===== config.mk =====
export PLATFORM = sky130hd
export DESIGN_NAME = ddx_ctrl
export DESIGN_NICKNAME = d
export VERILOG_FILES = /design/src/common/ddx_pkg.sv /design/src/design/ddx_ctrl.sv
export SDC_FILE = /design/constraint.sdc
export NUM_CORES = 1
export LEC_CHECK = 0
export BUFFER_PORTS_ARGS = -buffer_cell sky130_fd_sc_hd__buf_2
export CELL_PAD_IN_SITES_DETAIL_PLACEMENT = 0
export CELL_PAD_IN_SITES_GLOBAL_PLACEMENT = 1
export CORE_MARGIN = 2
export CORE_UTILIZATION = 35
export DETAILED_ROUTE_END_ITERATION = 8
export PLACE_DENSITY = 0.82
export REMOVE_ABC_BUFFERS = 1
export SETUP_SLACK_MARGIN = 0.05
export SLEW_MARGIN = 20
export SYNTH_ARGS = -nofsm -noshare
export SYNTH_HDL_FRONTEND = slang
export SYNTH_SLANG_ARGS = --single-unit

===== constraint.sdc =====
create_clock -name clk_sys -period 3.1 [get_ports clk_sys]
set_input_delay 0.155 -clock clk_sys [delete_from_list [all_inputs] [get_ports clk_sys]]
set_output_delay 0.155 -clock clk_sys [all_outputs]
set_load 0.005 [all_outputs]

===== src/common/ddx_pkg.sv =====
// Purpose: Shared constants and types for the second downconverter control bank
// Assumes: Byte-wide register port, one access per cycle
// Notes:   Offsets are byte addresses in the converter register space
package ddx_pkg;

   // Register offsets
   localparam logic [11:0] ADDR_EXT_DECIM   = 12'h0351;
   localparam logic [11:0] ADDR_OSC_CHAN    = 12'h0354;

   // Field positions
   localparam int EXT_DECIM_LSB = 4;
   localparam int EXT_DECIM_MSB = 7;
   localparam int MODE_LSB      = 4;
   localparam int MODE_MSB      = 7;
   localparam int CHAN_LSB      = 0;
   localparam int CHAN_MSB      = 3;

   // Reset values
   localparam logic [7:0] EXT_DECIM_RESET = 8'h00;
   localparam logic [7:0] OSC_CHAN_RESET  = 8'h00;
   localparam logic [7:0] RSVD_READ       = 8'h00;

   // Basic select code that hands over to the extended field
   localparam logic [2:0] BASIC_USE_EXT   = 3'h7;

   // Extended decimation codes
   localparam logic [3:0] EXT_TB_HB4321   = 4'h0;
   localparam logic [3:0] EXT_FB_HB1      = 4'h2;
   localparam logic [3:0] EXT_FB_HB21     = 4'h3;
   localparam logic [3:0] EXT_FB_HB321    = 4'h4;

   // Decimation totals for complex and real output
   localparam logic [5:0] DEC_48 = 6'h30;
   localparam logic [5:0] DEC_24 = 6'h18;
   localparam logic [5:0] DEC_20 = 6'h14;
   localparam logic [5:0] DEC_10 = 6'h0A;
   localparam logic [5:0] DEC_5  = 6'h05;
   localparam logic [5:0] DEC_40 = 6'h28;
   localparam logic [5:0] DEC_0  = 6'h00;

   // Channel select modes
   localparam logic [3:0] MODE_REG   = 4'h0;
   localparam logic [3:0] MODE_PINS  = 4'h1;
   localparam logic [3:0] MODE_EDGE1 = 4'h8;
   localparam logic [3:0] MODE_EDGE2 = 4'hA;

   // Filter enables of the decimation chain
   typedef struct packed {
      logic fifthband_stage;
      logic thirdband_stage;
      logic halfband_stage_four;
      logic halfband_stage_three;
      logic halfband_stage_two;
      logic halfband_stage_one;
   } ddx_filters_t;

   // Register bus request
   typedef struct packed {
      logic        wr;
      logic        rd;
      logic [11:0] addr;
      logic [7:0]  wdata;
   } ddx_req_t;

endpackage : ddx_pkg


===== src/design/ddx_ctrl.sv =====
// Purpose: Extended decimation and oscillator channel select for downconverter two
// Assumes: Pins synchronous-ish to clk_sys but still synchronised here
// Notes:   Read data appears one cycle after the read strobe
`timescale 1ns/1ps

// What this block does
// RULE_01: The extended decimation field acts only when the basic decimation select is 111.
// RULE_02: Extended code 0 chains the third-band and all four half-band stages, decimating by 48 or 24 when real.
// RULE_03: Extended code 2 chains the fifth-band and first half-band stages, decimating by 10 or 5 when real.
// RULE_04: Extended code 3 adds the second half-band stage, decimating by 20 or 10 when real.
// RULE_05: Extended code 4 adds the third half-band stage, decimating by 40 or 20 when real.
// RULE_06: In edge modes the channel counter wraps to zero after reaching the register channel field.
// RULE_07: In mode 1 the channel is two zero bits above pin two and pin one.
// RULE_08: The counter steps on each rising edge of pin one in mode 8 or pin two in mode 10.
// RULE_09: In mode 0 the channel is the four-bit register channel field.
// RULE_10: With complex-to-real clear both outputs are valid, when set only the real output with a quarter-rate mix.
// RULE_11: Pins are synchronised and rising edges found from the synchronised levels so each edge counts once.
// RULE_12: Reserved bits read zero and ignore writes, and every field resets to zero.
module ddx_ctrl #(
   parameter int CHAN_W = 4
) (
   // Clock, reset, enable
   input  wire logic               clk_sys,
   input  wire logic               reset,
   input  wire logic               clk_en,
   // Register port
   input  wire ddx_pkg::ddx_req_t  req,
   output logic [7:0]              rdata,
   output logic                    rvalid,
   // Basic controls from the downconverter control register
   input  wire logic [2:0]         basic_decim_sel,
   input  wire logic               complex_to_real,
   // External pins
   input  wire logic               aux_pin_one,
   input  wire logic               aux_pin_two,
   // Results
   output ddx_pkg::ddx_filters_t   filters,
   output logic [5:0]              decim_total,
   output logic                    ext_active,
   output logic                    quad_valid,
   output logic                    quarter_mix_en,
   output logic [CHAN_W-1:0]       numeric_oscillator_chan
);

   logic [3:0]        ext_decim_reg;
   logic [3:0]        mode_reg;
   logic [CHAN_W-1:0] chan_field_reg;
   logic [1:0]        pin_meta_reg;
   logic [1:0]        pin_sync_reg;
   logic [1:0]        pin_last_reg;
   logic [CHAN_W-1:0] count_reg;
   logic [CHAN_W-1:0] count_next;
   logic              step;
   logic              edge_mode;
   ddx_pkg::ddx_filters_t filt_next;
   logic [5:0]        total_next;
   logic [CHAN_W-1:0] chan_next;

   // Register writes, reserved low nibble of extended register dropped
   always_ff @(posedge clk_sys) begin
      if (reset) begin
         ext_decim_reg  <= ddx_pkg::EXT_DECIM_RESET[ddx_pkg::EXT_DECIM_MSB:ddx_pkg::EXT_DECIM_LSB]; // see RULE_12
         mode_reg       <= ddx_pkg::OSC_CHAN_RESET[ddx_pkg::MODE_MSB:ddx_pkg::MODE_LSB];
         chan_field_reg <= CHAN_W'(ddx_pkg::OSC_CHAN_RESET[ddx_pkg::CHAN_MSB:ddx_pkg::CHAN_LSB]);
      end else if (clk_en && req.wr) begin
         if (req.addr == ddx_pkg::ADDR_EXT_DECIM) begin
            ext_decim_reg <= req.wdata[ddx_pkg::EXT_DECIM_MSB:ddx_pkg::EXT_DECIM_LSB]; // see RULE_12
         end
         if (req.addr == ddx_pkg::ADDR_OSC_CHAN) begin
            mode_reg       <= req.wdata[ddx_pkg::MODE_MSB:ddx_pkg::MODE_LSB];
            chan_field_reg <= CHAN_W'(req.wdata[ddx_pkg::CHAN_MSB:ddx_pkg::CHAN_LSB]);
         end
      end
   end

   // Read data, unmapped addresses read zero
   always_ff @(posedge clk_sys) begin
      if (reset) begin
         rdata  <= ddx_pkg::RSVD_READ;
         rvalid <= 1'b0;
      end else if (clk_en) begin
         rvalid <= req.rd;
         if (req.rd && req.addr == ddx_pkg::ADDR_EXT_DECIM) begin
            rdata <= {ext_decim_reg, ddx_pkg::RSVD_READ[3:0]}; // see RULE_12
         end else if (req.rd && req.addr == ddx_pkg::ADDR_OSC_CHAN) begin
            rdata <= {mode_reg, 4'(chan_field_reg)};
         end else begin
            rdata <= ddx_pkg::RSVD_READ;
         end
      end
   end

   // Pin synchronisers; first stage feeds only the second
   always_ff @(posedge clk_sys) begin
      if (reset) begin
         pin_meta_reg <= 2'h0;
         pin_sync_reg <= 2'h0;
         pin_last_reg <= 2'h0;
      end else if (clk_en) begin
         pin_meta_reg <= {aux_pin_two, aux_pin_one};
         pin_sync_reg <= pin_meta_reg; // see RULE_11
         pin_last_reg <= pin_sync_reg;
      end
   end

   // Edge selection for counting modes
   always_comb begin
      edge_mode = (mode_reg == ddx_pkg::MODE_EDGE1) || (mode_reg == ddx_pkg::MODE_EDGE2);
      step = 1'b0;
      if (mode_reg == ddx_pkg::MODE_EDGE1) begin
         step = pin_sync_reg[0] && !pin_last_reg[0]; // see RULE_08
      end else if (mode_reg == ddx_pkg::MODE_EDGE2) begin
         step = pin_sync_reg[1] && !pin_last_reg[1]; // see RULE_08
      end
      count_next = count_reg;
      if (step) begin
         if (count_reg >= chan_field_reg) begin
            count_next = '0; // see RULE_06
         end else begin
            count_next = count_reg + CHAN_W'(1);
         end
      end
   end

   // Internal channel counter
   always_ff @(posedge clk_sys) begin
      if (reset) begin
         count_reg <= '0;
      end else if (clk_en) begin
         count_reg <= count_next;
      end
   end

   // Active channel choice
   always_comb begin
      chan_next = chan_field_reg; // see RULE_09
      if (mode_reg == ddx_pkg::MODE_PINS) begin
         chan_next = CHAN_W'({2'h0, pin_sync_reg[1], pin_sync_reg[0]}); // see RULE_07
      end else if (edge_mode) begin
         chan_next = count_reg;
      end
   end

   // Filter chain from the extended code
   always_comb begin
      filt_next  = '0;
      total_next = ddx_pkg::DEC_0;
      if (basic_decim_sel == ddx_pkg::BASIC_USE_EXT) begin // see RULE_01
         unique case (ext_decim_reg)
            ddx_pkg::EXT_TB_HB4321: begin
               filt_next = '{fifthband_stage: 1'b0, thirdband_stage: 1'b1, halfband_stage_four: 1'b1,
                             halfband_stage_three: 1'b1, halfband_stage_two: 1'b1, halfband_stage_one: 1'b1};
               total_next = complex_to_real ? ddx_pkg::DEC_24 : ddx_pkg::DEC_48; // see RULE_02
            end
            ddx_pkg::EXT_FB_HB1: begin
               filt_next.fifthband_stage    = 1'b1;
               filt_next.halfband_stage_one = 1'b1;
               total_next = complex_to_real ? ddx_pkg::DEC_5 : ddx_pkg::DEC_10; // see RULE_03
            end
            ddx_pkg::EXT_FB_HB21: begin
               filt_next.fifthband_stage    = 1'b1;
               filt_next.halfband_stage_two = 1'b1;
               filt_next.halfband_stage_one = 1'b1;
               total_next = complex_to_real ? ddx_pkg::DEC_10 : ddx_pkg::DEC_20; // see RULE_04
            end
            ddx_pkg::EXT_FB_HB321: begin
               filt_next.fifthband_stage      = 1'b1;
               filt_next.halfband_stage_three = 1'b1;
               filt_next.halfband_stage_two   = 1'b1;
               filt_next.halfband_stage_one   = 1'b1;
               total_next = complex_to_real ? ddx_pkg::DEC_20 : ddx_pkg::DEC_40; // see RULE_05
            end
            default: begin
               filt_next  = '0;
               total_next = ddx_pkg::DEC_0;
            end
         endcase
      end
   end

   // Registered outputs
   always_ff @(posedge clk_sys) begin
      if (reset) begin
         filters                 <= '0;
         decim_total             <= ddx_pkg::DEC_0;
         ext_active              <= 1'b0;
         quad_valid              <= 1'b1;
         quarter_mix_en          <= 1'b0;
         numeric_oscillator_chan <= '0;
      end else if (clk_en) begin
         filters                 <= filt_next;
         decim_total             <= total_next;
         ext_active              <= (basic_decim_sel == ddx_pkg::BASIC_USE_EXT);
         quad_valid              <= !complex_to_real; // see RULE_10
         quarter_mix_en          <= complex_to_real; // see RULE_10
         numeric_oscillator_chan <= chan_next;
      end
   end

   // Extended code ignored unless basic select is 111
   a_ext_gate: assert property (@(posedge clk_sys) disable iff (reset) // see RULE_01
      clk_en && basic_decim_sel != ddx_pkg::BASIC_USE_EXT |=> decim_total == ddx_pkg::DEC_0 && filters == '0)
      else $error("extended field acted without basic 111");

   a_code0_total: assert property (@(posedge clk_sys) disable iff (reset) // see RULE_02
      clk_en && basic_decim_sel == ddx_pkg::BASIC_USE_EXT && ext_decim_reg == ddx_pkg::EXT_TB_HB4321
      |=> decim_total == ($past(complex_to_real) ? ddx_pkg::DEC_24 : ddx_pkg::DEC_48))
      else $error("code 0 total wrong");

   a_code2_total: assert property (@(posedge clk_sys) disable iff (reset) // see RULE_03
      clk_en && basic_decim_sel == ddx_pkg::BASIC_USE_EXT && ext_decim_reg == ddx_pkg::EXT_FB_HB1 && !complex_to_real
      |=> decim_total == ddx_pkg::DEC_10 && filters.fifthband_stage)
      else $error("code 2 total wrong");

   a_code3_total: assert property (@(posedge clk_sys) disable iff (reset) // see RULE_04
      clk_en && basic_decim_sel == ddx_pkg::BASIC_USE_EXT && ext_decim_reg == ddx_pkg::EXT_FB_HB21 && !complex_to_real
      |=> decim_total == ddx_pkg::DEC_20)
      else $error("code 3 total wrong");

   a_code4_total: assert property (@(posedge clk_sys) disable iff (reset) // see RULE_05
      clk_en && basic_decim_sel == ddx_pkg::BASIC_USE_EXT && ext_decim_reg == ddx_pkg::EXT_FB_HB321 && !complex_to_real
      |=> decim_total == ddx_pkg::DEC_40 && filters.halfband_stage_three)
      else $error("code 4 total wrong");

   a_count_wrap: assert property (@(posedge clk_sys) disable iff (reset) // see RULE_06
      clk_en && step && count_reg >= chan_field_reg |=> count_reg == '0)
      else $error("counter failed to wrap");

   a_count_step: assert property (@(posedge clk_sys) disable iff (reset) // see RULE_08
      clk_en && step && count_reg < chan_field_reg |=> count_reg == $past(count_reg) + CHAN_W'(1))
      else $error("counter failed to step");

   a_reg_chan: assert property (@(posedge clk_sys) disable iff (reset) // see RULE_09
      clk_en && mode_reg == ddx_pkg::MODE_REG |=> numeric_oscillator_chan == $past(chan_field_reg))
      else $error("register channel not used");

   a_real_mode: assert property (@(posedge clk_sys) disable iff (reset) // see RULE_10
      clk_en |=> quarter_mix_en == $past(complex_to_real) && quad_valid == !$past(complex_to_real))
      else $error("real mode outputs inconsistent");

   // Pin mode channel follows the synchronised pin levels
   a_pin_chan: assert property (@(posedge clk_sys) disable iff (reset) // see RULE_07
      clk_en && mode_reg == ddx_pkg::MODE_PINS |=> numeric_oscillator_chan == CHAN_W'({2'h0, $past(pin_sync_reg)}))
      else $error("pin channel not used");

   // Low enable freezes counter and outputs
   a_freeze_hold: assert property (@(posedge clk_sys) disable iff (reset) // see RULE_08
      !clk_en |=> $stable(count_reg) && $stable(numeric_oscillator_chan) && $stable(decim_total)
      && $stable(quarter_mix_en))
      else $error("state moved while enable low");

   a_rsvd_zero: assert property (@(posedge clk_sys) disable iff (reset) // see RULE_12
      clk_en && req.rd && req.addr == ddx_pkg::ADDR_EXT_DECIM |=> rdata[3:0] == 4'h0 && rvalid)
      else $error("reserved bits not zero");

endmodule : ddx_ctrl


* After elaboration in Yosys (flattened, before gate mapping)
Cells that the tools add are included.
** Operators by class
- Add/sub/neg operators :: 1
- Magnitude comparators :: 1
- Eq/ne operators :: 9
- Muxes and demuxes :: 19
- Reductions and logical operators :: 17
** Operators by type and width (number)
- $eq 12x10->1 const B :: 2
- $mux 6 :: 4
- $pmux 6 s4 :: 1
- $mux 4 :: 4
- $mux 8 :: 2
- $eq 4x2->1 const B :: 2
- $eq 4x4->1 const B :: 2
- $mux 1 :: 6
- $reduce_and 2->1 :: 3
- $reduce_or 3->1 :: 2
- $logic_and 1x1->1 :: 5
- $mux 5 :: 1
- $add 4x1->4 const B :: 1
- $eq 4x1->1 const B :: 1
- $eq 4x3->1 const B :: 1
- $ge 4x4->1 :: 1
- $logic_not 4->1 :: 1
- $reduce_or 4->1 :: 1
- $eq 3x3->1 const B :: 1
- $logic_not 1->1 :: 3
- $mux 2 :: 1
- $reduce_or 2->1 :: 1
- $logic_or 1x1->1 :: 1
** Word-level totals
- Register bits after elaboration :: 50
- Input port bits :: 31
- Output and inout port bits :: 28
- Logic and storage cells :: 67

* Longest topological paths before layout
Gate-level depths: netlist of run 1.
- Word-level depth :: 5
- Gate-level depth with buffers :: 6
- Mapped depth without buffers :: 6

* Worst setup path before layout of run 1
Ideal clock, no wire load.
- Path kind :: input to register
- From :: in req[9] (netlist name)
- To :: reg chan_field_reg[0]
- Setup time :: 0.128 ns
- Data arrival time :: 1.544 ns
- Required time :: 2.972 ns
- Slack :: 1.428 ns
- Stages :: 4
- Path buffers :: 0
- Path through :: or4b_4 nor4_4 mux2i_1 nor2_1
** Between the ends
- Longest elaborated chain between the ends :: 2
** RTL lines
- start: declaration :: RTL line ddx_ctrl.sv:27 : input wire ddx_pkg::ddx_req_t req,
- $eq 12x10->1 :: RTL line ddx_ctrl.sv:69 : if (req.addr == ddx_pkg::ADDR_OSC_CHAN) begin
- $reduce_and 2->1 (no line)
- end signal: assignment :: RTL line ddx_ctrl.sv:64 : chan_field_reg <= CHAN_W'(ddx_pkg::OSC_CHAN_RESET[ddx_pkg::CHAN_MSB:ddx_pkg::CHAN_LSB]);
- end signal: assignment :: RTL line ddx_ctrl.sv:71 : chan_field_reg <= CHAN_W'(req.wdata[ddx_pkg::CHAN_MSB:ddx_pkg::CHAN_LSB]);
- end: declaration :: RTL line ddx_ctrl.sv:47 : logic [CHAN_W-1:0] chan_field_reg;
No other way between the ends.
A chain may end at the register's enable or synchronous reset.

* Worst setup path after layout of run 1
- From :: reg pin_sync_reg[0]
- To :: reg count_reg[1]
** Between the ends
- Longest elaborated chain between the ends :: 3
** RTL lines
- start: declaration :: RTL line ddx_ctrl.sv:49 : logic [1:0] pin_sync_reg;
- start signal: assignment :: RTL line ddx_ctrl.sv:101 : pin_sync_reg <= pin_meta_reg;
- $logic_and 1x1->1 :: RTL line ddx_ctrl.sv:111 : step = pin_sync_reg[0] && !pin_last_reg[0];
- $mux 1 :: RTL line ddx_ctrl.sv:110 : if (mode_reg == ddx_pkg::MODE_EDGE1) begin
- $reduce_and 2->1 (no line)
- end signal: assignment :: RTL line ddx_ctrl.sv:130 : count_reg <= count_next;
- end: declaration :: RTL line ddx_ctrl.sv:51 : logic [CHAN_W-1:0] count_reg;
No other way between the ends.

==> impl_metrics.toml, run 1 <==
[yosys]
ys_async_sr_fraction_pct = 0
synth-edff-count = 0
netlist_top_cells_area = "dfxtp_1 44%, mux2i_1 11%, nor2_1 4.7%, nand2_1 3.9%, a21oi_1 3.1%"
synth_area_um2 = 2235
synth_top_area_share_pct = 43.90
synthFlopType = "dfxtp_1"
syn_inst = 236
seq_area_frac_synth_pct = 43.90
ys_types = 44
ys_warn_count = 0
synth-seq-cells = 49
yosys.area.top_type = "dfxtp_1"
synth.avg_cell_area_um2 = 9.469

[sta]
setup_viol_count_final = 0
setup_tns_ns = 0
rsz0062_at_grt = "no"
worst_pin_slew_ns = 0.7612
finalCritPeriodShare_pct = 57.21
report.final.slew_viol_count = 0
relSlewSlack_pct = 49.14
finClkSkew_ns = 0.008054
period_minus_slack_ns = 1.773
fmax_ghz = 0.5639
hold_viol_final = 0

[floorplanning]
pin_count = 59
die_area_um2 = 7040
rows = 29
start_util_pct = 35.60
core_um2 = 6277
fp.dieW_um = 83.91
die_y_um = 83.91

[cells_and_area]
n_antenna_cell = 0
drive_gt1_share_pct = 28.47
largest_register_ff_count = 8
max_flop_register = "rdata"
final_nets = 323
fin_area_um2 = 2658
largestRegisters = "rdata x8, decim_total x6, filters x5"
synthToLayoutAreaGrowth_pct = 18.93

[critical_path]
r2r_setup_slack_ns = 1.33
cp.required_ns = 3.31
r2r-start = "pin_sync_reg[0]"
end_kind = "register"
rr_worst_depth = 4
crit_type = "register to register"
worstPathArrival_ns = 1.99
critPathMaxFanout = 6
rr_endpoint = "count_reg[1]"
crit_path_start_kind = "register"

[grt]
grt_antenna_before_repair = 0
grt_pass1_vias = 1765
grt_pass1_wl_um = 8452
grt_use_total_pct = 14.74
grt-ovfl-total = 0
grt_max_degree = 32

[clocking]
cts_resized = 0
cts_tree = "done"
clk_path_buf_depth = 2
path_clk_slew_ns = 0.09
cts_root_buf = "clkbuf_8"
postCtsSetupBuffers = 0
cts_sinks = 49
holdBufCountCts = 0
clk_latency_ns = 0.30
h-tree-depth = 2
cts_buffers = 5

[drt]
drt_iter0_markers = 105
drc = 0
vias = 1848
finalWirelength_um = 4991
postRouteAntennaNets = 0
drtPass1Iterations = 4
viasPerCell = 5.063
routedWlPerCell_um = 13.67

[outcome]
status = "finished, final reports clean"

[placement]
place_area_um2 = 2561
dpl.hpwl_um = 3561
gp_congestion = 0.7809
port_buffers = 58

[power_and_ir_drop]
switching_share_pct = 23.92
power_density_nw_per_um2 = 420.0
internal_power_uw = 849.2
vdd_drop_max_uv = 165.8
p_leak_nw = 1.095
p_comb_share_pct = 7.0
clock_power_share_pct = 35.7
pwr-share-seq_pct = 57.3
power.switching_uw = 267.0

[hold_path]
worstHoldStart = "aux_pin_two"
holdPathStages = 3
hold_path.class = "input pin to register"
min_to = "pin_meta_reg[1]"

[job]
cap_violations = 0
[Yosys cell counts, drive strengths merged (2+ instances only)]
cell type,number
a21o,3
buf,4
a31oi,2
a2111oi,2
or4b,2
o21ai,4
a31o,2
and2,2
or3b,2
dfxtp,49
nor3b,2
a22oi,5
xnor2,4
nand3,5
nor2,28
or2,2
a21oi,14
ha,5
nand2,23
nand4b,4
nor4,3
a211oi,7
a22o,4
o2bb2ai,2
inv,7
mux2i,24
nor2b,3
clkbuf,12
[stage by stage]
stage	hold slack [ns]	worst slack (ns)	util (%)	power, mW	cells
6_report	0.08027	1.327	42.34	1.116	365
5_1_grt	0.09505	1.190	42.34	1.171	365
4_1_cts	0.07265	1.331	42.34	1.134	365
3_5_place_dp	0.3966	1.168	40.80	0.7338	357
3_3_place_gp	0.3871	1.224	40.80	0.7325	357
2_1_floorplan	0.2241	1.441	-	0.6851	220
[worst max-delay path, cell delays in order (launching register included)]
cell and delay, ns:
dfxtp_1 0.39, or3b_2 0.53, a211oi_4 0.42, mux2i_1 0.13, a211oi_1 0.22
[cells in the final DEF (no fill, tap or decap), drive strengths merged, types with 3 or more instances in the layout]
cell and n:
buf 60, dfxtp 49, nor2 28, mux2i 24, nand2 23, a21oi 14, inv 7, a211oi 7
clkbuf 6, a22oi 5, nand3 5, ha 5, o21ai 4, nand4b 4, a22o 4, xnor2 4
a21o 3, nor4 3, nor2b 3
[cell type report]
cell class / instances / area (µm²)
Tap cell: 77 / 96.34
Inverter: 7 / 26.28
Clock inverter: 2 / 13.76
Multi-Input combinational cell: 164 / 1152
Sequential cell: 49 / 980.9
Fill cell: 624 / 3620
Clock buffer: 6 / 82.58
Timing Repair Buffer: 60 / 305.3
[cells by family (layout without fill, tap and decap cells)]
kind of cell / after synthesis / after routing / share of synthesized area [%]
AO/OA/AOI/OAI: 49 / 49 / 16.01
XOR/XNOR: 4 / 4 / 1.568
adder cells (fa/ha/maj): 5 / 5 / 2.800
buffers and inverters: 23 / 75 / 4.535
flip-flops: 49 / 49 / 43.90
multiplexers: 24 / 24 / 10.75
AND/OR/NAND/NOR: 82 / 82 / 20.44
[metal layers]
layer / wire length, µm / global-route usage, % / share of wire [%]
met5: 0 / 0 / 0
met4: 63 / 5.132 / 1.3
met3: 235 / 3.561 / 4.7
met2: 2251 / 22.91 / 45
met1: 2441 / 19.96 / 49
[power by group through the flow]
stage                     clock (mW)  combinational [mW]  sequential [mW]
after floorplan                    0              0.0303            0.655
after CTS                      0.415              0.0792            0.640
after global placement             0              0.0777            0.655
after detailed placement           0              0.0789            0.655
after global routing           0.443              0.0870            0.641
final                          0.398              0.0782            0.640
[worst max path at each step]
stage	start	to	slack (ns)	cells after the start
3_5_place_dp	req[9]	chan_field_reg[3]	1.17	5
6_report	pin_sync_reg[0]	count_reg[1]	1.33	4
4_1_cts	pin_sync_reg[0]	count_reg[1]	1.33	4
5_1_grt	pin_sync_reg[0]	count_reg[0]	1.19	4
2_1_floorplan	req[9]	chan_field_reg[0]	1.44	4
3_3_place_gp	req[9]	mode_reg[3]	1.22	5
Note: power is estimated with default switching activity, not from simulation.
==> run 2, diff against run 1 <==
- clock period: 3.1 -> 1.7 ns (I/O delays scaled with it)
==> run 2 against run 1 <==
  * Sequential share of layout area down 1.6 points
  * Via count rose by 2.1%
  * Cell area is 4.8% higher
  * Clock-buffer cell count unchanged
  * Setup slack lost 1.2 ns
  * Largest cell class unchanged
  * Largest power group unchanged
==> impl_metrics.toml, run 2 (same netlist as run 1, synthesis figures left out) <==
[critical_path]
path_cells = "or3b_4, mux2i_1, a2111oi_2, a31o_2"
cp.required_ns = 1.95
crit_family = "compound AO/OA/AOI/OAI gates"
critPathSlowestCell = "or3b_4"
critPathMaxFanout = 5
path_buf_inv = 0
crit_path_start_kind = "register"
worstPathArrival_ns = 1.79
crit_type = "register to register"
cpPeakStageDelay_ns = 0.46
end_kind = "register"

[placement]
place_area_um2 = 2644
port_buffers = 58
post-place-ws_ns = 0.01145
dpl.hpwl_um = 3761
gp_congestion = 0.7804

[clocking]
postCtsSetupBuffers = 0
cts_buffers = 5
cts_sinks = 49
cts_tree = "done"
path_clk_slew_ns = 0.09
h-tree-depth = 2
cts_root_buf = "clkbuf_8"
clk_path_buf_depth = 2
clk_latency_ns = 0.31

[outcome]
status = "finished, final reports clean"

[power_and_ir_drop]
power.switching_uw = 489.3
power_density_nw_per_um2 = 774.4
p_leak_nw = 1.164
p_total_mw = 2.156
internal_power_mw = 1.667
p_comb_share_pct = 7.1
clock_power_share_pct = 38.8
pwr-share-seq_pct = 54.1
switching_share_pct = 22.70
vdd_drop_max_uv = 286.5

[drt]
drc = 0
drt_iter0_markers = 100
wl_met2_um = 2287
wl_met1_um = 2468
met3WireLength_um = 249
drtPass1Iterations = 4
maxUsedRoutingLayer = "met4"
postRouteAntennaNets = 0
routedWlPerCell_um = 13.56
viasPerCell = 5.016
vias = 1886
finalWirelength_um = 5098

[floorplanning]
fp.dieW_um = 83.91
start_util_pct = 35.60
pin_count = 59
core_um2 = 6277
die_area_um2 = 7040
rows = 29
die_y_um = 83.91

[cells_and_area]
max_flop_register = "rdata"
final_common_cell = "buf_2"
multi_input_area_um2 = 1180
largestRegisters = "rdata x8, decim_total x6, filters x5"
fin_area_um2 = 2784
drive_gt1_share_pct = 31.44
nFillCells = 620
final-seq-area_um2 = 982.2
layout_common_cells = "58 x buf_2, 48 x dfxtp_1, 28 x nor2_1"
n_antenna_cell = 0
largest_register_ff_count = 8
final_nets = 334
synthToLayoutAreaGrowth_pct = 24.58

[grt]
grt-ovfl-total = 0
grt_pass1_vias = 1786
grt_max_degree = 26
grt_use_total_pct = 14.55
grt_antenna_before_repair = 0
grt_pass1_wl_um = 8362

[sta]
report.final.slew_viol_count = 0
period_minus_slack_ns = 1.543
hold_viol_final = 0
setup_tns_ns = 0
finalCritPeriodShare_pct = 90.78
fmax_ghz = 0.6480
worst_pin_slew_ns = 0.5916
finClkSkew_ns = 0.009201
worst_slack_ns = 0.1568
setup_viol_count_final = 0
relSlewSlack_pct = 60.48
rsz0062_at_grt = "no"

[hold_path]
hold_path.class = "input pin to register"

[job]
cap_violations = 0
[run 2: repair_timing]
action | CTS | global route
setup endpoints to repair | 3 | 6
pin swaps | 1 | 1
hold buffers | 0 | 0
gates resized for setup | 5 | 2
[run 2: layer usage]
metal	vias to the layer above	GRT usage [%]
li1	963	-
met1	874	18.93
met2	42	22.76
met3	7	3.858
met4	0	6.158
met5	-	0
[run 2: power groups by stage]
stage / combinational, mW / clock [mW] / sequential [mW]
finish: 0.153 / 0.836 / 1.17
global route: 0.169 / 0.898 / 1.17
CTS: 0.155 / 0.853 / 1.17
detailed placement: 0.152 / 0 / 1.19
global placement: 0.151 / 0 / 1.19
floorplan: 0.0553 / 0 / 1.19
[run 2: final timing paths]
path	start	to	slack [ns]	depth (start not counted)
max	mode_reg[0]	numeric_oscillator_chan[1]	0.16	4
min	aux_pin_one	pin_meta_reg[0]	0.008	3
max reg2reg	mode_reg[0]	numeric_oscillator_chan[1]	0.16	4
min reg2reg	rvalid	rvalid	0.47	2
[run 2: through the flow]
| stage | hold WS [ns] | cells | util (%) |
|---|---|---|---|
| final | 0.008348 | 376 | 44.35 |
| after floorplan | 0.1541 | 220 | - |
| after detailed placement | 0.3306 | 368 | 42.12 |
| after global routing | 0.03048 | 376 | 44.35 |
| after CTS | 0.009684 | 376 | 44.27 |
| after global placement | 0.3211 | 368 | 42.12 |
[run 2: worst register-to-register path: cells and delay by family, from the launching register on]
family | cells | cell delay, ns
muxes | 1 | 0.16
AOI/OAI and AO/OA | 2 | 0.52
DFF | 1 | 0.35
and+or+nand+nor | 1 | 0.46
[run 2: cell type report]
| cell class | count | area share [%] |
|---|---|---|
| clock buffer | 6 | 2.607 |
| clock inverter | 2 | 1.393 |
| inverter | 7 | 0.9438 |
| multi-input combinational | 164 | 42.38 |
| sequential | 49 | 35.28 |
| tap | 77 | 3.461 |
| timing repair buffer | 71 | 13.93 |
